## src/shared/ljt_pkg.sv

```systemverilog
// register map, field layout and reset values of the lock threshold and tx irq mask slice
package ljt_pkg;
   localparam int unsigned ADDR_W   = 8;
   localparam int unsigned DATA_W   = 8;
   localparam int unsigned THR_W    = 14;
   localparam int unsigned SRC_N    = 7;

   // register offsets
   localparam logic [7:0] OFF_THR_LOW  = 8'h6b;
   localparam logic [7:0] OFF_THR_MID  = 8'h6c;
   localparam logic [7:0] OFF_THR_HIGH = 8'h6d;
   localparam logic [7:0] OFF_TX_CFG2  = 8'h83;
   localparam logic [7:0] OFF_IRQ_MASK = 8'h84;
   localparam logic [7:0] OFF_IRQ_STAT = 8'h85;
   localparam logic [7:0] OFF_CTRL     = 8'h86;

   // reset values
   localparam logic [7:0] RST_THR      = 8'h00;
   localparam logic [7:0] RST_TX_CFG2  = 8'h22;
   localparam logic [7:0] RST_MASK     = 8'h00;
   localparam logic [7:0] RST_CTRL     = 8'h00;

   // field positions
   localparam int unsigned THR_LOW_BIT  = 7;
   localparam int unsigned THR_HIGH_W   = 5;
   localparam int unsigned CFG2_PDN_BIT = 0;
   localparam int unsigned CFG2_TOP_BIT = 7;
   localparam int unsigned FIFO_BIT     = 3;
   localparam int unsigned CTRL_IEN_BIT = 0;
   localparam int unsigned CTRL_AUTO_BIT = 1;
   localparam logic [7:0] UNMAPPED_RD  = 8'h00;
endpackage

```

## src/rtl/ljt_sticky_bit.sv

```systemverilog
// one sticky alarm bit: set by its source, cleared by software
`timescale 1ns/100ps
module ljt_sticky_bit (
   // clocking
   input  wire logic core_clk,
   input  wire logic sys_rst,
   input  wire logic clk_en,
   // control
   input  wire logic set_in,
   input  wire logic clr_in,
   // state
   output logic      flag_r
);
   always_ff @(posedge core_clk) begin
      if (sys_rst) begin
         flag_r <= 1'b0;
      end else if (clk_en) begin
         // a set in the clearing cycle wins
         if (set_in) begin
            flag_r <= 1'b1;
         end else if (clr_in) begin
            flag_r <= 1'b0;
         end
      end
   end
endmodule // ljt_sticky_bit

```

## src/rtl/ljt_regs.sv

```systemverilog
// What this block does
// - threshold fourteen bits, lsb in low bit7
// - lock loss above threshold, cleared below
// - threshold bits eight to one in mid
// - threshold bits thirteen to nine in high
// - config bit0 powers down tx, bit7 zero
// - mask bit per alarm source, bit7 zero
// - clear mask bit lets source interrupt
// - fifo mask reads zero under auto-recover
// - sticky alarm bits, cleared by zero or disable
`timescale 1ns/100ps
module ljt_regs (
   // clocking
   input  wire logic        core_clk,
   input  wire logic        sys_rst,
   input  wire logic        clk_en,
   // register port
   input  wire logic [7:0]  reg_addr,
   input  wire logic [7:0]  reg_wdata,
   input  wire logic        reg_wr,
   input  wire logic        reg_rd,
   output logic      [7:0]  reg_rdata,
   // monitor and alarms
   input  wire logic [13:0] jitter_measure,
   input  wire logic [6:0]  alarm_src,
   // outputs
   output logic             rx_lock_loss,
   output logic             tx_power_down,
   output logic             irq_out
);
   logic [7:0]  thr_low_r;
   logic [7:0]  thr_mid_r;
   logic [7:0]  thr_high_r;
   logic [7:0]  cfg2_r;
   logic [7:0]  mask_r;
   logic [7:0]  ctrl_r;
   logic [13:0] jitter_lock_threshold;
   logic [6:0]  sticky;
   logic [6:0]  stat_set;
   logic [6:0]  stat_clr;
   logic        irq_global_enable;
   logic        fifo_auto_recover;
   logic        rx_lock_loss_nxt;
   logic [7:0]  rdata_nxt;
   logic [7:0]  mask_view;

   assign irq_global_enable = ctrl_r[ljt_pkg::CTRL_IEN_BIT];
   assign fifo_auto_recover = ctrl_r[ljt_pkg::CTRL_AUTO_BIT];

   // assemble the threshold from its three registers
   assign jitter_lock_threshold = {thr_high_r[ljt_pkg::THR_HIGH_W-1:0], thr_mid_r,
                                   thr_low_r[ljt_pkg::THR_LOW_BIT]};

   // threshold registers
   always_ff @(posedge core_clk) begin
      if (sys_rst) begin
         thr_low_r  <= ljt_pkg::RST_THR;
         thr_mid_r  <= ljt_pkg::RST_THR;
         thr_high_r <= ljt_pkg::RST_THR;
      end else if (clk_en && reg_wr) begin
         if (reg_addr == ljt_pkg::OFF_THR_LOW) begin
            thr_low_r <= reg_wdata;
         end
         if (reg_addr == ljt_pkg::OFF_THR_MID) begin
            thr_mid_r <= reg_wdata;
         end
         if (reg_addr == ljt_pkg::OFF_THR_HIGH) begin
            thr_high_r <= reg_wdata;
         end
      end
   end

   // tx config and mask; bit7 of each is never stored
   always_ff @(posedge core_clk) begin
      if (sys_rst) begin
         cfg2_r <= ljt_pkg::RST_TX_CFG2;
         mask_r <= ljt_pkg::RST_MASK;
      end else if (clk_en && reg_wr) begin
         if (reg_addr == ljt_pkg::OFF_TX_CFG2) begin
            cfg2_r <= {1'b0, reg_wdata[6:0]};
         end
         if (reg_addr == ljt_pkg::OFF_IRQ_MASK) begin
            mask_r <= {1'b0, reg_wdata[6:0]};
         end
      end
   end

   // global control: irq enable and fifo auto-recover
   always_ff @(posedge core_clk) begin
      if (sys_rst) begin
         ctrl_r <= ljt_pkg::RST_CTRL;
      end else if (clk_en && reg_wr && reg_addr == ljt_pkg::OFF_CTRL) begin
         ctrl_r <= {6'h00, reg_wdata[1:0]};
      end
   end

   assign tx_power_down = cfg2_r[ljt_pkg::CFG2_PDN_BIT];

   // lock loss with hysteresis-free compare: equal keeps the old state
   always_comb begin
      rx_lock_loss_nxt = rx_lock_loss;
      if (jitter_measure > jitter_lock_threshold) begin
         rx_lock_loss_nxt = 1'b1;
      end else if (jitter_measure < jitter_lock_threshold) begin
         rx_lock_loss_nxt = 1'b0;
      end
   end

   always_ff @(posedge core_clk) begin
      if (sys_rst) begin
         rx_lock_loss <= 1'b0;
      end else if (clk_en) begin
         rx_lock_loss <= rx_lock_loss_nxt;
      end
   end

   // sticky status: writing zero clears, disabling irq clears all bits whose alarm is not active
   assign stat_set = alarm_src;
   assign stat_clr = ({7{reg_wr && reg_addr == ljt_pkg::OFF_IRQ_STAT}} & ~reg_wdata[6:0])
                     | {7{~irq_global_enable}};

   genvar gi;
   generate
      for (gi = 0; gi < ljt_pkg::SRC_N; gi++) begin : g_stat
         ljt_sticky_bit u_bit (
            .core_clk (core_clk),
            .sys_rst  (sys_rst),
            .clk_en   (clk_en),
            .set_in   (stat_set[gi]),
            .clr_in   (stat_clr[gi]),
            .flag_r   (sticky[gi])
         );
      end
   endgenerate

   // level irq from unmasked latched alarms
   always_ff @(posedge core_clk) begin
      if (sys_rst) begin
         irq_out <= 1'b0;
      end else if (clk_en) begin
         irq_out <= irq_global_enable && |(sticky & ~mask_r[6:0]);
      end
   end

   // mask readback hides the fifo bit under auto-recover
   always_comb begin
      mask_view = mask_r;
      if (fifo_auto_recover) begin
         mask_view[ljt_pkg::FIFO_BIT] = 1'b0;
      end
   end

   always_comb begin
      unique case (reg_addr)
         ljt_pkg::OFF_THR_LOW:  rdata_nxt = thr_low_r;
         ljt_pkg::OFF_THR_MID:  rdata_nxt = thr_mid_r;
         ljt_pkg::OFF_THR_HIGH: rdata_nxt = thr_high_r;
         ljt_pkg::OFF_TX_CFG2:  rdata_nxt = cfg2_r;
         ljt_pkg::OFF_IRQ_MASK: rdata_nxt = mask_view;
         ljt_pkg::OFF_IRQ_STAT: rdata_nxt = {1'b0, sticky};
         ljt_pkg::OFF_CTRL:     rdata_nxt = ctrl_r;
         default:               rdata_nxt = ljt_pkg::UNMAPPED_RD;
      endcase
   end

   always_ff @(posedge core_clk) begin
      if (sys_rst) begin
         reg_rdata <= 8'h00;
      end else if (clk_en && reg_rd) begin
         reg_rdata <= rdata_nxt;
      end
   end

   // assertions
   a_lol_sets_above: assert property (@(posedge core_clk) disable iff (sys_rst)
      clk_en && jitter_measure > jitter_lock_threshold |=> rx_lock_loss)
      else $error("lock loss not set above threshold");
   a_lol_clears_below: assert property (@(posedge core_clk) disable iff (sys_rst)
      clk_en && jitter_measure < jitter_lock_threshold |=> !rx_lock_loss)
      else $error("lock loss not cleared below threshold");
   a_irq_needs_enable: assert property (@(posedge core_clk) disable iff (sys_rst)
      clk_en && !irq_global_enable |=> !irq_out)
      else $error("irq raised while disabled");
   a_irq_follows_stat: assert property (@(posedge core_clk) disable iff (sys_rst)
      clk_en && irq_global_enable && (sticky & ~mask_r[6:0]) != 7'h00 |=> irq_out)
      else $error("irq missing for unmasked alarm");
   a_sticky_holds: assert property (@(posedge core_clk) disable iff (sys_rst)
      clk_en && alarm_src[0] |=> sticky[0])
      else $error("alarm not latched");
   a_fifo_mask_zero: assert property (@(posedge core_clk) disable iff (sys_rst)
      clk_en && reg_rd && reg_addr == ljt_pkg::OFF_IRQ_MASK && fifo_auto_recover
      |=> !reg_rdata[ljt_pkg::FIFO_BIT])
      else $error("fifo mask read nonzero under auto-recover");
   a_cfg_top_zero: assert property (@(posedge core_clk) disable iff (sys_rst)
      clk_en && reg_rd && reg_addr == ljt_pkg::OFF_TX_CFG2 |=> !reg_rdata[7])
      else $error("config bit7 read nonzero");
   a_pdn_write: assert property (@(posedge core_clk) disable iff (sys_rst)
      clk_en && reg_wr && reg_addr == ljt_pkg::OFF_TX_CFG2
      |=> tx_power_down == $past(reg_wdata[0]))
      else $error("power down not taken from write");
   a_thr_mid_map: assert property (@(posedge core_clk) disable iff (sys_rst)
      clk_en && reg_wr && reg_addr == ljt_pkg::OFF_THR_MID
      |=> jitter_lock_threshold[8:1] == $past(reg_wdata))
      else $error("threshold mid bits wrong");
   a_thr_high_map: assert property (@(posedge core_clk) disable iff (sys_rst)
      clk_en && reg_wr && reg_addr == ljt_pkg::OFF_THR_HIGH
      |=> jitter_lock_threshold[13:9] == $past(reg_wdata[4:0]))
      else $error("threshold high bits wrong");
   a_reset_cfg: assert property (@(posedge core_clk)
      sys_rst |=> cfg2_r == ljt_pkg::RST_TX_CFG2 && mask_r == ljt_pkg::RST_MASK)
      else $error("reset values wrong");

   // threshold storage and readback
   a_thr_low_map: assert property (@(posedge core_clk) disable iff (sys_rst)
      clk_en && reg_wr && reg_addr == ljt_pkg::OFF_THR_LOW
      |=> jitter_lock_threshold[0] == $past(reg_wdata[ljt_pkg::THR_LOW_BIT]))
      else $error("threshold low bit wrong");
   a_thr_low_keep: assert property (@(posedge core_clk) disable iff (sys_rst)
      clk_en && reg_wr && reg_addr == ljt_pkg::OFF_THR_LOW
      |=> thr_low_r == $past(reg_wdata))
      else $error("threshold low register not stored");
   a_thr_mid_keep: assert property (@(posedge core_clk) disable iff (sys_rst)
      clk_en && reg_wr && reg_addr == ljt_pkg::OFF_THR_MID
      |=> thr_mid_r == $past(reg_wdata))
      else $error("threshold mid register not stored");
   a_thr_high_keep: assert property (@(posedge core_clk) disable iff (sys_rst)
      clk_en && reg_wr && reg_addr == ljt_pkg::OFF_THR_HIGH
      |=> thr_high_r == $past(reg_wdata))
      else $error("threshold high register not stored");
   a_thr_low_read: assert property (@(posedge core_clk) disable iff (sys_rst)
      clk_en && reg_rd && reg_addr == ljt_pkg::OFF_THR_LOW
      |=> reg_rdata == $past(thr_low_r))
      else $error("threshold low readback wrong");
   a_thr_mid_read: assert property (@(posedge core_clk) disable iff (sys_rst)
      clk_en && reg_rd && reg_addr == ljt_pkg::OFF_THR_MID
      |=> reg_rdata == $past(thr_mid_r))
      else $error("threshold mid readback wrong");
   a_thr_high_read: assert property (@(posedge core_clk) disable iff (sys_rst)
      clk_en && reg_rd && reg_addr == ljt_pkg::OFF_THR_HIGH
      |=> reg_rdata == $past(thr_high_r))
      else $error("threshold high readback wrong");

   // lock indication
   a_lol_equal_holds: assert property (@(posedge core_clk) disable iff (sys_rst)
      clk_en && jitter_measure == jitter_lock_threshold
      |=> rx_lock_loss == $past(rx_lock_loss))
      else $error("lock loss moved at equal jitter");
   a_lol_frozen: assert property (@(posedge core_clk) disable iff (sys_rst)
      !clk_en
      |=> $stable(rx_lock_loss))
      else $error("lock loss moved while frozen");

   // tx config
   a_cfg_write_keep: assert property (@(posedge core_clk) disable iff (sys_rst)
      clk_en && reg_wr && reg_addr == ljt_pkg::OFF_TX_CFG2
      |=> cfg2_r[6:1] == $past(reg_wdata[6:1]))
      else $error("config middle bits not stored");
   a_cfg_read: assert property (@(posedge core_clk) disable iff (sys_rst)
      clk_en && reg_rd && reg_addr == ljt_pkg::OFF_TX_CFG2
      |=> reg_rdata == $past(cfg2_r))
      else $error("config readback wrong");
   a_top_bits_zero: assert property (@(posedge core_clk) disable iff (sys_rst)
      !mask_r[ljt_pkg::SRC_N]
      && !cfg2_r[ljt_pkg::CFG2_TOP_BIT])
      else $error("top bit stored");

   // interrupt mask
   a_mask_write: assert property (@(posedge core_clk) disable iff (sys_rst)
      clk_en && reg_wr && reg_addr == ljt_pkg::OFF_IRQ_MASK
      |=> mask_r[6:0] == $past(reg_wdata[6:0]))
      else $error("mask not stored");
   a_mask_read: assert property (@(posedge core_clk) disable iff (sys_rst)
      clk_en && reg_rd && reg_addr == ljt_pkg::OFF_IRQ_MASK && !fifo_auto_recover
      |=> reg_rdata == $past(mask_r))
      else $error("mask readback wrong");
   a_mask_read_top: assert property (@(posedge core_clk) disable iff (sys_rst)
      clk_en && reg_rd && reg_addr == ljt_pkg::OFF_IRQ_MASK
      |=> !reg_rdata[ljt_pkg::SRC_N])
      else $error("mask bit7 read nonzero");
   a_fifo_mask_rest: assert property (@(posedge core_clk) disable iff (sys_rst)
      clk_en && reg_rd && reg_addr == ljt_pkg::OFF_IRQ_MASK && fifo_auto_recover
      |=> reg_rdata[6:4] == $past(mask_r[6:4]) && reg_rdata[2:0] == $past(mask_r[2:0]))
      else $error("other mask bits hidden under auto-recover");

   // interrupt output
   a_irq_masked_off: assert property (@(posedge core_clk) disable iff (sys_rst)
      clk_en && (sticky & ~mask_r[6:0]) == 7'h00
      |=> !irq_out)
      else $error("irq raised with all alarms masked");
   a_irq_frozen: assert property (@(posedge core_clk) disable iff (sys_rst)
      !clk_en
      |=> $stable(irq_out))
      else $error("irq moved while frozen");

   // sticky status
   a_stat_clear_write: assert property (@(posedge core_clk) disable iff (sys_rst)
      clk_en && reg_wr && reg_addr == ljt_pkg::OFF_IRQ_STAT && !reg_wdata[0] && !alarm_src[0]
      |=> !sticky[0])
      else $error("status not cleared by zero write");
   a_stat_clear_dis: assert property (@(posedge core_clk) disable iff (sys_rst)
      clk_en && !irq_global_enable && !alarm_src[0]
      |=> !sticky[0])
      else $error("status not cleared while disabled");
   a_stat_write_one: assert property (@(posedge core_clk) disable iff (sys_rst)
      clk_en && reg_wr && reg_addr == ljt_pkg::OFF_IRQ_STAT && reg_wdata[0] && sticky[0]
      && irq_global_enable |=> sticky[0])
      else $error("status cleared by one write");
   a_sticky_top: assert property (@(posedge core_clk) disable iff (sys_rst)
      clk_en && alarm_src[6]
      |=> sticky[6])
      else $error("top alarm not latched");
   a_stat_read: assert property (@(posedge core_clk) disable iff (sys_rst)
      clk_en && reg_rd && reg_addr == ljt_pkg::OFF_IRQ_STAT
      |=> reg_rdata == {1'b0, $past(sticky)})
      else $error("status readback wrong");

   // register port and freeze
   a_rdata_holds: assert property (@(posedge core_clk) disable iff (sys_rst)
      !(clk_en && reg_rd)
      |=> $stable(reg_rdata))
      else $error("read data moved without a read");
   a_regs_frozen: assert property (@(posedge core_clk) disable iff (sys_rst)
      !clk_en
      |=> $stable(thr_low_r) && $stable(cfg2_r) && $stable(mask_r))
      else $error("register moved while frozen");

   // reset values
   a_reset_thr: assert property (@(posedge core_clk)
      sys_rst
      |=> thr_low_r == ljt_pkg::RST_THR && thr_mid_r == ljt_pkg::RST_THR && thr_high_r == ljt_pkg::RST_THR)
      else $error("threshold reset wrong");
   a_reset_outs: assert property (@(posedge core_clk)
      sys_rst
      |=> !rx_lock_loss && !irq_out && !tx_power_down)
      else $error("outputs not idle after reset");
   a_reset_ctrl: assert property (@(posedge core_clk)
      sys_rst
      |=> ctrl_r == ljt_pkg::RST_CTRL && sticky == 7'h00)
      else $error("control or status reset wrong");
endmodule // ljt_regs

```

## config.mk

```make
export PLATFORM = sky130hd
export DESIGN_NAME = ljt_regs
export DESIGN_NICKNAME = d
export VERILOG_FILES = /design/src/shared/ljt_pkg.sv /design/src/rtl/ljt_sticky_bit.sv /design/src/rtl/ljt_regs.sv
export SDC_FILE = /design/constraint.sdc
export NUM_CORES = 1
export LEC_CHECK = 0
export BUFFER_PORTS_ARGS = -buffer_cell sky130_fd_sc_hd__buf_2
export CAP_MARGIN = 40
export CORE_MARGIN = 10
export CORE_UTILIZATION = 35
export DETAILED_ROUTE_END_ITERATION = 7
export SLEW_MARGIN = 10
export SYNTH_ARGS = -nofsm -noshare
export SYNTH_HDL_FRONTEND = slang
export SYNTH_SLANG_ARGS = --single-unit
```

## constraint.sdc

```tcl
create_clock -name core_clk -period 2.1 [get_ports core_clk]
set_input_delay 0.315 -clock core_clk [delete_from_list [all_inputs] [get_ports core_clk]]
set_output_delay 0.315 -clock core_clk [all_outputs]
set_load 0.02 [all_outputs]
```

==> flow_metrics.tcl <==
set metrics [dict create \
    drc 0 \
    ff2ff_setup_slack_ns 0.27 \
    finalCritPeriodShare_pct 87.2 \
    track_usage_pct 13.9 \
    ys_top_cells_by_area "dfxtp_1, mux2i_1, ha_1, a21oi_1, nor2_1" \
    num_vias 2807 \
    cts_tree "yes" \
    yosysTopAreaCellShare_pct 37.7 \
    slew_headroom_pct 64.3 \
    overflow 0 \
    drt_pass1_iterations 5 \
    required_ns 2.31 \
    fmax_ghz 0.546 \
    vdd_drop_max_uv 219 \
    async_flop_share_pct 0 \
    powerDensity_nw_per_um2 639 \
    rows 33 \
    worst_pin_slew_ns 0.536 \
    p_leak_nw 1.36 \
    io_buffer_count 52 \
    ant_nets 0 \
    setup-tns-final_ns 0 \
    r2r_start "thr_high_r[3]$_SDFFE_PP0P_" \
    coreArea_um2 8300 \
    htree_levels 3 \
    start_util_pct 36.5 \
    cts_root_buf "clkbuf_8" \
    r2r_cells 7 \
    setup_violations 0 \
    detailed_place_hpwl_mm 6.48 \
    fin_skew_ns 0.00760 \
    cp_max_fo 3 \
    timing.hold.ws_ns 0.254 \
    clockBufferDepth 2 \
    worstPathArrival_ns 2.04 \
    first_global_vias 2865 \
    drt_iter0_drc 197 \
    whs_endpoint "thr_low_r[7]$_SDFFE_PP0P_" \
    cts_hold_buf 0 \
    pin_count 53 \
    wirelength_mm 8.77 \
    fin_crit_ns 1.83 \
    clock_sinks 57 \
    synth.cell_area_um2 3030 \
    holdPathStages 3 \
    yosysWarnings 0 \
    r2r_end "rx_lock_loss$_SDFFE_PP0P_" \
    status "finished, final reports clean" \
    synth_nets 396 \
    die_y_um 113 \
    path_clk_slew_ns 0.07 \
    rsz0062_at_grt "no" \
    gp_congestion 0.807 \
    clock_latency_ns 0.34 \
    grt_pass1_wl_mm 14.5 \
    crit_type "reg -> reg" \
    ys_types 46 \
    maxCapViolCount 0 \
    avgRoutedWirePerCell_um 17.2 \
    cts.repair.resized 0 \
    n_fill_cell 829 \
    slew_violations 0 \
    cts_made_buffers 9 \
    syn2layout_area_growth_pct 21.6 \
    post_cts_buffers 0 \
    synth_cells 340 \
    hp-class "in -> reg" \
    drive_gt1_share_pct 21.9 \
    ys_ff_latch 57 \
    synth_ff_type "dfxtp_1" \
    antennaDiodeCount 0 \
    crit_path_start_kind "flip-flop" \
    synth.avg_cell_area_um2 8.91 \
    grt_max_degree 48 \
    die_x_um 113 \
    antenna_found_initial 0 \
    die-area_um2 12800 \
    nets 458 \
    routed_via_density 5.49 \
    ys_seq_area_share_pct 37.7 \
    synth_edf_count 0 \
    crit_path_end_kind "flip-flop" \
    synth_top_area_cell "dfxtp_1" \
    hold_violations 0 \
    worstHoldStart "reg_wdata[7]" \
]
-- power by group --
part,internal (mW),switching (mW),leakage [nW],total (mW)
Sequential,1.09,0.00991,0.461,1.10
Combinational,0.0857,0.135,0.807,0.221
Clock,0.607,0.425,0.0957,1.03
-- flip-flops by register name, summed over array words and instances (netlist names) --
signal	flops
cfg2_r	7
ctrl_r	2
g_stat.u_bit.flag_r	7
irq_out	1
mask_r	7
reg_rdata	8
rx_lock_loss	1
thr_high_r	8
thr_low_r	8
thr_mid_r	8
-- worst max-delay path, stage by stage, from the launching register on --
cell and delay, ns:
dfxtp_1 0.37, inv_1 0.06, ha_1 0.30, and4_1 0.22, nand4_1 0.13, or3_1 0.39, a21oi_1 0.16, a311oi_1 0.06
-- layer usage --
| layer | vias up | global-route usage, % | wire (µm) | part of all wire [%] |
|---|---|---|---|---|
| met5 | - | 0 | 0 | 0 |
| met4 | 0 | 8.12 | 274 | 3.1 |
| li1 | 1368 | - | - | - |
| met2 | 101 | 21.3 | 4000 | 46 |
| met3 | 21 | 3.80 | 604 | 6.9 |
| met1 | 1317 | 17.0 | 3890 | 44 |
-- cells by family after synthesis --
kind of cell | after synthesis | share of synthesized area (%)
compound gates | 104 | 23.8
fa+ha+maj | 14 | 5.79
buf+inv | 42 | 5.54
flops | 57 | 37.7
mux | 34 | 11.2
simple gates | 89 | 15.9
-- cells in the mapped netlist, types with 2 or more instances --
| cell type | number |
|---|---|
| a311oi_1 | 2 |
| nand2_1 | 26 |
| buf_2 | 2 |
| nor2_1 | 32 |
| nand3_1 | 5 |
| a22oi_1 | 10 |
| o21ai_0 | 18 |
| mux2i_1 | 34 |
| nor4_4 | 2 |
| nand2b_1 | 4 |
| dfxtp_1 | 57 |
| nor2b_1 | 5 |
| o22ai_1 | 7 |
| nand4_1 | 4 |
| o2bb2ai_1 | 2 |
| clkbuf_1 | 14 |
| o211ai_1 | 8 |
| a32o_1 | 5 |
| a22o_1 | 13 |
| a32oi_1 | 2 |
| buf_1 | 2 |
| ha_1 | 14 |
| and3_1 | 2 |
| a21oi_1 | 26 |
| inv_1 | 23 |
-- final cells by class --
cell class / instances / area (µm²) / share of cell area, %
Clock buffer: 13 / 159 / 4.32
Clock inverter: 2 / 37.5 / 1.02
Timing Repair Buffer: 70 / 408 / 11.1
Inverter: 23 / 86.3 / 2.34
Multi-Input combinational cell: 241 / 1720 / 46.7
Tap cell: 105 / 131 / 3.57
Sequential cell: 57 / 1140 / 31.0
-- through the flow --
step	power, mW	utilization, %	setup slack (ns)	cells	instance area (µm²)
after floorplan	1.24	-	0.321	340	3030
after global placement	1.34	42.0	0.151	496	3490
after detailed placement	1.35	42.0	0.121	496	3490
after CTS	2.38	44.4	0.259	511	3680
after global routing	2.46	44.4	0.107	511	3680
final	2.35	44.4	0.268	511	3680
-- worst max-delay path by stage --
stage / start / to / slack [ns] / cells after the start
CTS: thr_high_r[3]$_SDFFE_PP0P_ / rx_lock_loss$_SDFFE_PP0P_ / 0.26 / 7
global route: thr_high_r[3]$_SDFFE_PP0P_ / rx_lock_loss$_SDFFE_PP0P_ / 0.11 / 7
detailed placement: reg_addr[3] / reg_rdata[7]$_SDFFE_PP0P_ / 0.12 / 5
floorplan: reg_addr[7] / thr_mid_r[7]$_SDFFE_PP0P_ / 0.32 / 6
finish: thr_high_r[3]$_SDFFE_PP0P_ / rx_lock_loss$_SDFFE_PP0P_ / 0.27 / 7
global placement: reg_addr[3] / reg_rdata[7]$_SDFFE_PP0P_ / 0.15 / 5
-- layout by cell type, fill, tap and decap left out, types with 7 or more instances in the layout --
cell type	count
a22oi_1	10
o21ai_0	18
buf_4	17
inv_1	23
o22ai_1	7
buf_2	52
a21oi_1	26
nor2_1	32
ha_1	14
mux2i_1	34
nand2_1	26
dfxtp_1	57
clkbuf_8	11
o211ai_1	8
a22o_1	13
Note: power is estimated with default switching activity, not from simulation.
